==> src/mbs_pkg.sv <==
// Constants and types for the mode, capture and reply-delay register bank
`default_nettype none
package mbs_pkg;
   // Clock and time bases
   localparam int unsigned CLK_HZ           = 10_000_000;
   localparam int unsigned MS_PER_S         = 1000;
   localparam int unsigned MS_CYC           = CLK_HZ / MS_PER_S;
   localparam int unsigned BASE_RESP_MS     = 5;
   localparam int unsigned BASE_RESP_CYC    = BASE_RESP_MS * MS_CYC;
   localparam int unsigned LOW_PWR_PERIOD_S = 60;
   localparam int unsigned LOW_PWR_PERIOD_CYC = LOW_PWR_PERIOD_S * CLK_HZ;

   // Register numbers on the Modbus side
   localparam logic [15:0] REG_CAPTURE_TAG   = 16'h003b;
   localparam logic [15:0] REG_SNAP_FIRST    = 16'h003c;
   localparam logic [15:0] REG_SNAP_LAST     = 16'h0065;
   localparam logic [15:0] REG_RESP_DELAY    = 16'h00d0;
   localparam logic [15:0] REG_OP_MODE       = 16'h012c;
   localparam logic [15:0] REG_CAPTURE_TRIG  = 16'h012e;
   localparam int unsigned SNAP_WORDS        = 42;

   // Field limits and encodings
   localparam logic [15:0] RESP_DELAY_MAX    = 16'h00fa;
   localparam logic [15:0] MODE_CONTINUOUS   = 16'h0000;
   localparam logic [15:0] MODE_LOW_POWER    = 16'h0001;

   // Values after reset
   localparam logic [15:0] RST_CAPTURE_TAG   = 16'h0000;
   localparam logic [15:0] RST_RESP_DELAY    = 16'h0000;
   localparam logic [15:0] RST_OP_MODE       = 16'h0000;
   localparam logic [15:0] RST_CAPTURE_TRIG  = 16'h0000;
   localparam logic [15:0] RST_SNAP          = 16'h0000;

   typedef enum logic [1:0] {MBS_RSP_IDLE, MBS_RSP_BASE, MBS_RSP_DELAY, MBS_RSP_SEND} mbs_rsp_t;
   typedef enum logic       {MBS_MEAS_OFF, MBS_MEAS_ON} mbs_meas_t;
endpackage
`default_nettype wire

==> src/mbs_regbank.sv <==
// Mode, broadcast capture and reply-delay register bank of the monitor
// Contract
// Mode 0 keeps the measurement section powered and refreshing continuously.
// Mode 1 powers measurement once a minute, measures, stores, powers off.
// Low-power mode keeps the display illumination off.
// Low-power mode keeps Modbus communication always active.
// Broadcast write to capture trigger copies live measurements into snapshot words.
// That capture also copies the written value into the capture tag.
// Master then reads snapshot and tag from each device in turn.
// Master should use a fresh trigger value each time and compare tag.
// Without added delay a reply comes after the base reply time.
// Reply waits the extra milliseconds held in the response delay register.
// Default delay setting adds no wait.
// Response delay accepts 0 to 250 and is read/write.
// Broadcast writes get no reply but still take effect.
// Snapshot and tag hold until the next capture.
`timescale 1ns/1ns
`default_nettype none
module mbs_regbank
   import mbs_pkg::*;
#(
   parameter int unsigned P_MS_CYC     = MS_CYC,
   parameter int unsigned P_BASE_CYC   = BASE_RESP_CYC,
   parameter int unsigned P_PERIOD_CYC = LOW_PWR_PERIOD_CYC
) (
   input  wire logic                        i_clk,
   input  wire logic                        i_rst,
   input  wire logic                        i_req_valid,
   input  wire logic                        i_req_write,
   input  wire logic                        i_req_bcast,
   input  wire logic [15:0]                 i_req_addr,
   input  wire logic [15:0]                 i_req_wdata,
   output logic                             o_req_ready,
   output logic                             o_rsp_valid,
   output logic                             o_rsp_err,
   output logic [15:0]                      o_rsp_data,
   input  wire logic [SNAP_WORDS-1:0][15:0] i_live_meas,
   input  wire logic                        i_meas_done,
   output logic                             o_meas_power_en,
   output logic                             o_meas_continuous,
   output logic                             o_meas_start,
   output logic                             o_display_light_en,
   output logic                             o_comm_en,
   output logic                             o_low_power_mode
);
   logic [15:0]                 capture_tag;
   logic [15:0]                 response_delay_ms;
   logic [15:0]                 operating_mode_select;
   logic [15:0]                 capture_trigger;
   logic [SNAP_WORDS-1:0][15:0] snap;
   mbs_rsp_t                    rsp_state;
   mbs_rsp_t                    next_rsp_state;
   mbs_meas_t                   meas_state;
   logic [31:0]                 cyc_cnt;
   logic [7:0]                  ms_left;
   logic [31:0]                 period_cnt;
   logic [31:0]                 elapsed;
   logic [31:0]                 expect_cyc;

   // Request decode
   wire        take       = i_req_valid && (rsp_state == MBS_RSP_IDLE);
   wire        hit_tag    = (i_req_addr == REG_CAPTURE_TAG);
   wire        hit_delay  = (i_req_addr == REG_RESP_DELAY);
   wire        hit_mode   = (i_req_addr == REG_OP_MODE);
   wire        hit_trig   = (i_req_addr == REG_CAPTURE_TRIG);
   wire        hit_snap   = (i_req_addr >= REG_SNAP_FIRST) && (i_req_addr <= REG_SNAP_LAST);
   wire [15:0] snap_off   = i_req_addr - REG_SNAP_FIRST;
   wire [5:0]  snap_idx   = snap_off[5:0];
   wire        wr_delay   = take && i_req_write && hit_delay && (i_req_wdata <= RESP_DELAY_MAX);
   wire        wr_mode    = take && i_req_write && hit_mode && (i_req_wdata <= MODE_LOW_POWER);
   wire        cap_now    = take && i_req_write && hit_trig;
   wire        wr_ok      = hit_trig || (hit_delay && (i_req_wdata <= RESP_DELAY_MAX))
                            || (hit_mode && (i_req_wdata <= MODE_LOW_POWER));
   wire        rd_ok      = hit_tag || hit_delay || hit_mode || hit_trig || hit_snap;
   wire        low_power  = (operating_mode_select == MODE_LOW_POWER);
   wire [15:0] rd_word    = hit_tag   ? capture_tag :
                            hit_delay ? response_delay_ms :
                            hit_mode  ? operating_mode_select :
                            hit_trig  ? capture_trigger :
                            hit_snap  ? snap[snap_idx] : 16'h0000;
   // Fixed base reply time
   wire        base_done  = (cyc_cnt == P_BASE_CYC - 1);
   wire        ms_done    = (cyc_cnt == P_MS_CYC - 1);

   assign o_req_ready = (rsp_state == MBS_RSP_IDLE);
   assign o_rsp_valid = (rsp_state == MBS_RSP_SEND);

   // Delay register write
   always_ff @(posedge i_clk) begin
      if (i_rst) begin
         response_delay_ms <= RST_RESP_DELAY;
      end else if (wr_delay) begin
         response_delay_ms <= i_req_wdata;
      end
   end

   // Mode select write
   always_ff @(posedge i_clk) begin
      if (i_rst) begin
         operating_mode_select <= RST_OP_MODE;
      end else if (wr_mode) begin
         operating_mode_select <= i_req_wdata;
      end
   end

   // Trigger value becomes the tag
   always_ff @(posedge i_clk) begin
      if (i_rst) begin
         capture_trigger <= RST_CAPTURE_TRIG;
         capture_tag     <= RST_CAPTURE_TAG;
      end else if (cap_now) begin
         capture_trigger <= i_req_wdata;
         capture_tag     <= i_req_wdata;
      end
   end

   // Freeze every live word at once
   for (genvar g = 0; g < SNAP_WORDS; g++) begin : g_snap
      // Hold until next capture
      always_ff @(posedge i_clk) begin
         if (i_rst) begin
            snap[g] <= RST_SNAP;
         end else if (cap_now) begin
            snap[g] <= i_live_meas[g];
         end
      end
   end

   // Reply sequencer
   always_comb begin
      next_rsp_state = rsp_state;
      case (rsp_state)
         MBS_RSP_IDLE: begin
            // Broadcasts leave no reply pending
            if (take && !i_req_bcast) begin
               next_rsp_state = MBS_RSP_BASE;
            end
         end
         MBS_RSP_BASE: begin
            // Zero delay goes straight out
            if (base_done) begin
               next_rsp_state = (ms_left == 8'h00) ? MBS_RSP_SEND : MBS_RSP_DELAY;
            end
         end
         MBS_RSP_DELAY: begin
            if (ms_done && (ms_left == 8'h01)) begin
               next_rsp_state = MBS_RSP_SEND;
            end
         end
         default: begin
            next_rsp_state = MBS_RSP_IDLE;
         end
      endcase
   end

   always_ff @(posedge i_clk) begin
      if (i_rst) begin
         rsp_state <= MBS_RSP_IDLE;
      end else begin
         rsp_state <= next_rsp_state;
      end
   end

   // Base time then one ms per count
   always_ff @(posedge i_clk) begin
      if (i_rst) begin
         cyc_cnt <= 32'h0000_0000;
         ms_left <= 8'h00;
      end else if (rsp_state == MBS_RSP_IDLE) begin
         cyc_cnt <= 32'h0000_0000;
         ms_left <= response_delay_ms[7:0];
      end else if ((rsp_state == MBS_RSP_BASE && base_done)
                   || (rsp_state == MBS_RSP_DELAY && ms_done)) begin
         cyc_cnt <= 32'h0000_0000;
         if (rsp_state == MBS_RSP_DELAY) begin
            ms_left <= ms_left - 8'h01;
         end
      end else begin
         cyc_cnt <= cyc_cnt + 32'h0000_0001;
      end
   end

   // Reply word and error flag
   always_ff @(posedge i_clk) begin
      if (i_rst) begin
         o_rsp_data <= 16'h0000;
         o_rsp_err  <= 1'b0;
      end else if (take && !i_req_bcast) begin
         o_rsp_data <= i_req_write ? i_req_wdata : rd_word;
         o_rsp_err  <= i_req_write ? !wr_ok : !rd_ok;
      end
   end

   // Once-a-minute measurement in low-power mode
   always_ff @(posedge i_clk) begin
      if (i_rst) begin
         meas_state <= MBS_MEAS_OFF;
         period_cnt <= 32'h0000_0000;
      end else if (!low_power) begin
         meas_state <= MBS_MEAS_OFF;
         period_cnt <= 32'h0000_0000;
      end else if (meas_state == MBS_MEAS_OFF) begin
         if (period_cnt == P_PERIOD_CYC - 1) begin
            meas_state <= MBS_MEAS_ON;
            period_cnt <= 32'h0000_0000;
         end else begin
            period_cnt <= period_cnt + 32'h0000_0001;
         end
      end else begin
         period_cnt <= period_cnt + 32'h0000_0001;
         if (i_meas_done) begin
            meas_state <= MBS_MEAS_OFF;
         end
      end
   end

   always_ff @(posedge i_clk) begin
      if (i_rst) begin
         o_meas_start <= 1'b0;
      end else begin
         o_meas_start <= low_power && (meas_state == MBS_MEAS_OFF)
                         && (period_cnt == P_PERIOD_CYC - 1);
      end
   end

   // Continuous power in normal mode
   assign o_meas_power_en    = !low_power || (meas_state == MBS_MEAS_ON);
   assign o_meas_continuous  = !low_power;
   // Illumination only in normal mode
   assign o_display_light_en = !low_power;
   // Communication never powered down
   assign o_comm_en          = 1'b1;
   assign o_low_power_mode   = low_power;

   // Cycles since the request was taken
   always_ff @(posedge i_clk) begin
      if (i_rst) begin
         elapsed    <= 32'h0000_0000;
         expect_cyc <= 32'h0000_0000;
      end else if (take) begin
         elapsed    <= 32'h0000_0001;
         expect_cyc <= P_BASE_CYC + 32'(response_delay_ms) * P_MS_CYC + 32'd1;
      end else begin
         elapsed    <= elapsed + 32'h0000_0001;
      end
   end

   chk_cont_power_on: assert property (@(posedge i_clk) disable iff (i_rst)
      !low_power |-> o_meas_power_en && o_meas_continuous)
      else $error("measurement not powered in continuous mode");
   chk_low_power_off: assert property (@(posedge i_clk) disable iff (i_rst)
      (low_power && meas_state == MBS_MEAS_ON && i_meas_done && !wr_mode)
      |=> !o_meas_power_en)
      else $error("measurement left powered after low-power sample");
   chk_light_off_low: assert property (@(posedge i_clk) disable iff (i_rst)
      low_power |-> !o_display_light_en)
      else $error("display lit in low-power mode");
   chk_comm_stays_on: assert property (@(posedge i_clk) disable iff (i_rst)
      low_power |-> o_comm_en && (rsp_state != MBS_RSP_IDLE || o_req_ready))
      else $error("communication inactive in low-power mode");
   chk_capture_copies: assert property (@(posedge i_clk) disable iff (i_rst)
      (take && i_req_write && i_req_bcast && hit_trig) |=> (snap == $past(i_live_meas)))
      else $error("snapshot does not match live values");
   chk_tag_follows: assert property (@(posedge i_clk) disable iff (i_rst)
      (take && i_req_write && i_req_bcast && hit_trig) |=> (capture_tag == $past(i_req_wdata)))
      else $error("capture tag not updated");
   chk_reply_timing: assert property (@(posedge i_clk) disable iff (i_rst)
      o_rsp_valid |-> (elapsed == expect_cyc))
      else $error("reply time differs from base plus delay");
   chk_delay_in_range: assert property (@(posedge i_clk) disable iff (i_rst)
      response_delay_ms <= RESP_DELAY_MAX)
      else $error("response delay above limit");
   chk_bcast_silent: assert property (@(posedge i_clk) disable iff (i_rst)
      (take && i_req_bcast) |=> !o_rsp_valid [*2])
      else $error("reply sent to a broadcast");
   chk_snap_holds: assert property (@(posedge i_clk) disable iff (i_rst)
      !cap_now |=> $stable(snap) && $stable(capture_tag))
      else $error("snapshot changed without capture");
endmodule
`default_nettype wire

==> config.mk <==
export PLATFORM = sky130hd
export DESIGN_NAME = mbs_regbank
export DESIGN_NICKNAME = d
export VERILOG_FILES = /design/src/mbs_pkg.sv /design/src/mbs_regbank.sv
export SDC_FILE = /design/constraint.sdc
export NUM_CORES = 2
export LEC_CHECK = 0
export BUFFER_PORTS_ARGS = -buffer_cell sky130_fd_sc_hd__buf_2
export CAP_MARGIN = 20
export CORE_ASPECT_RATIO = 1.4
export CORE_MARGIN = 5
export CORE_UTILIZATION = 45
export DETAILED_ROUTE_END_ITERATION = 8
export GPL_TIMING_DRIVEN = 0
export PLACE_DENSITY = 0.71
export SYNTH_ARGS = -nofsm -noshare
export SYNTH_HDL_FRONTEND = slang
export SYNTH_SLANG_ARGS = --single-unit
==> constraint.sdc <==
create_clock -name i_clk -period 6.7 [get_ports i_clk]
set_input_delay 2.01 -clock i_clk [delete_from_list [all_inputs] [get_ports i_clk]]
set_output_delay 2.01 -clock i_clk [all_outputs]
set_load 0.02 [all_outputs]
==> flow_metrics.tcl <==
set metrics [dict create \
    worstReg2RegStart "rsp_state[0]$_SDFFE_PP0P_" \
    wirelength_um 153000 \
    dp_hpwl_um 122000 \
    fmaxAchievable_mhz 164 \
    synth-edff-count 0 \
    cts_tree "done" \
    cts_resized 0 \
    worst_pin_slew_ns 1.11 \
    synth_ff_type "dfxtp_1" \
    min_period_ns 6.10 \
    max_stage_delay_ns 0.77 \
    final_area_um2 43500 \
    wirelength_met1_um 55800 \
    setup_viol 0 \
    grt_antenna_before_repair 45 \
    synth_compound_area_frac 0.132 \
    cts_setup_buffers 0 \
    drt-initial-drc-count 3114 \
    p_leak_nw 15.9 \
    syn_area_per_cell_um2 8.41 \
    peakVddDrop_mv 0.216 \
    hp-start "snap[44]$_SDFFE_PP0P_" \
    relSlewSlack 0.258 \
    holdPathStages 2 \
    grt_max_degree 16 \
    synth_mux_area_frac 0.119 \
    viasPerCell 5.59 \
    avgRoutedWirePerCell_um 24.7 \
    fillCellCount 7471 \
    crit_path_cell_trace "buf_2 > buf_4 > buf_4 > buf_6 > inv_1 > buf_2 > ha_1 > clkbuf_1 > clkbuf_1 > nor2b_1 > clkbuf_1 > a221oi_1 > nor2_1 > o31ai_1" \
    p_per_area_nw_per_um2 250 \
    grt.total_usage 0.346 \
    final_nets 5769 \
    drtAntennaViolNets 0 \
    route.met2.wl_um 73400 \
    hold_class "flip-flop to flip-flop" \
    yosysSeqAreaShare 0.457 \
    hold_buffers 0 \
    route.top_layer_used "met5" \
    ys_warn_count 0 \
    most-common-layout-cells "1,491 x nand2_1, 840 x buf_2, 813 x dfxtp_1, 747 x a21oi_1, 155 x mux4_2" \
    cpMostUsedCell "clkbuf_1" \
    drv_slew 0 \
    drc_errors 0 \
    drive_above_1_share 0.242 \
    port_buffers 729 \
    rr_worst_depth 10 \
    placed_area_um2 40600 \
    cts_root_buf "clkbuf_16" \
    crit_path_end_kind "flip-flop" \
    rsz0062_at_grt "false" \
    synthAdderAreaFrac 0.00457 \
    wl_met3_um 12800 \
    cts.sinks 813 \
    hold_viol 0 \
    crit_required_ns 7.25 \
    netlist-cell-type-count 65 \
    num_vias 34500 \
    run_status "finished clean" \
    yosys.area_share.simple 0.215 \
    row_count 122 \
    gr-total-overflow 0 \
    numCtsBuffers 80 \
    crit_arrival_ns 6.65 \
    drv_cap 0 \
    io_pins 735 \
    setup_tns_ns 0 \
    total_power_mw 10.9 \
    reg2reg_slack_ns 4.04 \
    cpMaxStageDelayCell "clkbuf_1" \
    die_w_um 248 \
    synth_top_family_by_area "simple AND/OR/NAND/NOR gates" \
    grt_pass1_vias 34100 \
    cp-start-kind "primary input" \
    critPathKind "primary input to flip-flop" \
    path_max_fanout 11 \
    first_pass_iters 6 \
    yosys.area_share.xor_xnor 0.0170 \
    place_congestion 0.988 \
    final.setup_skew_ns 0.0178 \
    clk_pin_slew_ns 0.06 \
    dieHeight_um 343 \
    cts.path.max_buffers 3 \
    syn_nets 4956 \
    dieArea_um2 84900 \
    area_growth_pct 22.3 \
    cts_max_level 3 \
    reg2reg_to "snap[206]$_SDFFE_PP0P_" \
    start_util 0.452 \
    syn_inst 4233 \
    synth_seq_cells 813 \
    design.core.area_um2 78800 \
    synth_area_um2 35600 \
    post-route-util 0.553 \
    layout_commonest_cell "nand2_1" \
    worstSkewPairLatency_ns 0.65 \
    fin_crit_sh 0.910 \
    grt_first_pass_wirelength_um 217000 \
    async_reset_ff_frac 0 \
    hold_path_end "snap[44]$_SDFFE_PP0P_" \
]
==> where the power goes <==
| group | leakage [nW] | internal, mW | switching [mW] |
|---|---|---|---|
| Combinational | 7.92 | 0.363 | 0.629 |
| Clock | 1.40 | 2.97 | 2.02 |
| Sequential | 6.55 | 4.86 | 0.0363 |
| Total | 15.9 | 8.20 | 2.69 |
==> worst max-delay path by stage <==
stage,start,endpoint,depth (start not counted)
2_1_floorplan,i_req_addr[2],o_rsp_data[11]$_SDFFE_PP0P_,13
3_3_place_gp,i_req_addr[2],o_rsp_data[9]$_SDFFE_PP0P_,14
3_5_place_dp,i_req_addr[2],o_rsp_data[9]$_SDFFE_PP0P_,14
4_1_cts,i_req_addr[2],o_rsp_data[9]$_SDFFE_PP0P_,14
5_1_grt,i_req_addr[2],o_rsp_data[0]$_SDFFE_PP0P_,14
6_report,i_req_addr[2],o_rsp_data[2]$_SDFFE_PP0P_,14
==> per-layer routing <==
| metal | GRT usage | up-vias |
|---|---|---|
| met5 | 0 | - |
| met4 | 0.202 | 24 |
| met3 | 0.0674 | 466 |
| met2 | 0.586 | 1742 |
| met1 | 0.406 | 16300 |
| li1 | - | 16000 |
==> per-stage QoR <==
stage                     std cells  hold slack, ns  setup slack, ns
after CTS                      6164           0.450            0.758
final                          6184           0.448            0.604
after global placement         6016           0.435            0.105
after global routing           6177           0.465            0.504
after floorplan                4233           0.428             2.09
after detailed placement       6018           0.440           0.0873
==> synthesized netlist by cell type, types with 6 or more instances <==
| cell | count | share of area |
|---|---|---|
| mux2i_1 | 56 | 0.016 |
| o31ai_1 | 16 | 0.0034 |
| o21ai_0 | 24 | 0.0034 |
| dfxtp_1 | 813 | 0.46 |
| nor3_1 | 28 | 0.0039 |
| and4_1 | 8 | 0.0020 |
| buf_6 | 46 | 0.015 |
| and3_1 | 13 | 0.0023 |
| and2_1 | 31 | 0.0054 |
| nor4_1 | 15 | 0.0026 |
| a21oi_1 | 747 | 0.11 |
| buf_4 | 27 | 0.0057 |
| nand2_1 | 1491 | 0.16 |
| inv_1 | 25 | 0.0026 |
| a221o_1 | 15 | 0.0042 |
| xor2_1 | 38 | 0.0094 |
| mux2_2 | 16 | 0.0051 |
| nor2_1 | 147 | 0.016 |
| buf_1 | 7 | 0.00074 |
| ha_1 | 13 | 0.0046 |
| a211oi_1 | 11 | 0.0023 |
| nand3_1 | 67 | 0.0094 |
| nor2b_1 | 16 | 0.0028 |
| xnor2_1 | 31 | 0.0076 |
| a221oi_1 | 31 | 0.0076 |
| clkbuf_1 | 138 | 0.015 |
| mux4_2 | 155 | 0.098 |
| buf_2 | 111 | 0.016 |
| o21a_1 | 6 | 0.0013 |
| nand4_1 | 23 | 0.0040 |
==> kinds of logic after synthesis <==
kind of cell	Yosys count
DFF	813
and+or+nand+nor	1882
adders and majority gates	13
muxes	227
AOI/OAI and AO/OA	872
buffers and inverters	356
other	1
xor gates and xnor gates	69
==> sequential cells by signal (all words and copies together), names as in the netlist <==
register and flops:
capture_trigger 16, cyc_cnt 32, meas_state 1, ms_left 8, o_meas_start 1, o_rsp_data 16
o_rsp_err 1, operating_mode_select 16, period_cnt 32, response_delay_ms 16, rsp_state 2, snap 672
==> critical path: cells and delay by family <==
kind	cells	cell delay [ns]
simple gates	2	0.49
buf+inv	9	2.99
compound gates	2	0.76
fa+ha+maj	1	0.34
==> layout make-up <==
class	count	area, um^2	share of cell area
tap	1054	1320	0.0303
clock buffer	113	2360	0.0542
antenna	20	50.0	0.00115
multi-input combinational	3064	17400	0.399
timing repair buffer	731	3690	0.0848
buffer	331	1840	0.0424
clock inverter	33	528	0.0121
inverter	25	93.8	0.00216
sequential	813	16300	0.374
Note: power is estimated with default switching activity, not from simulation.
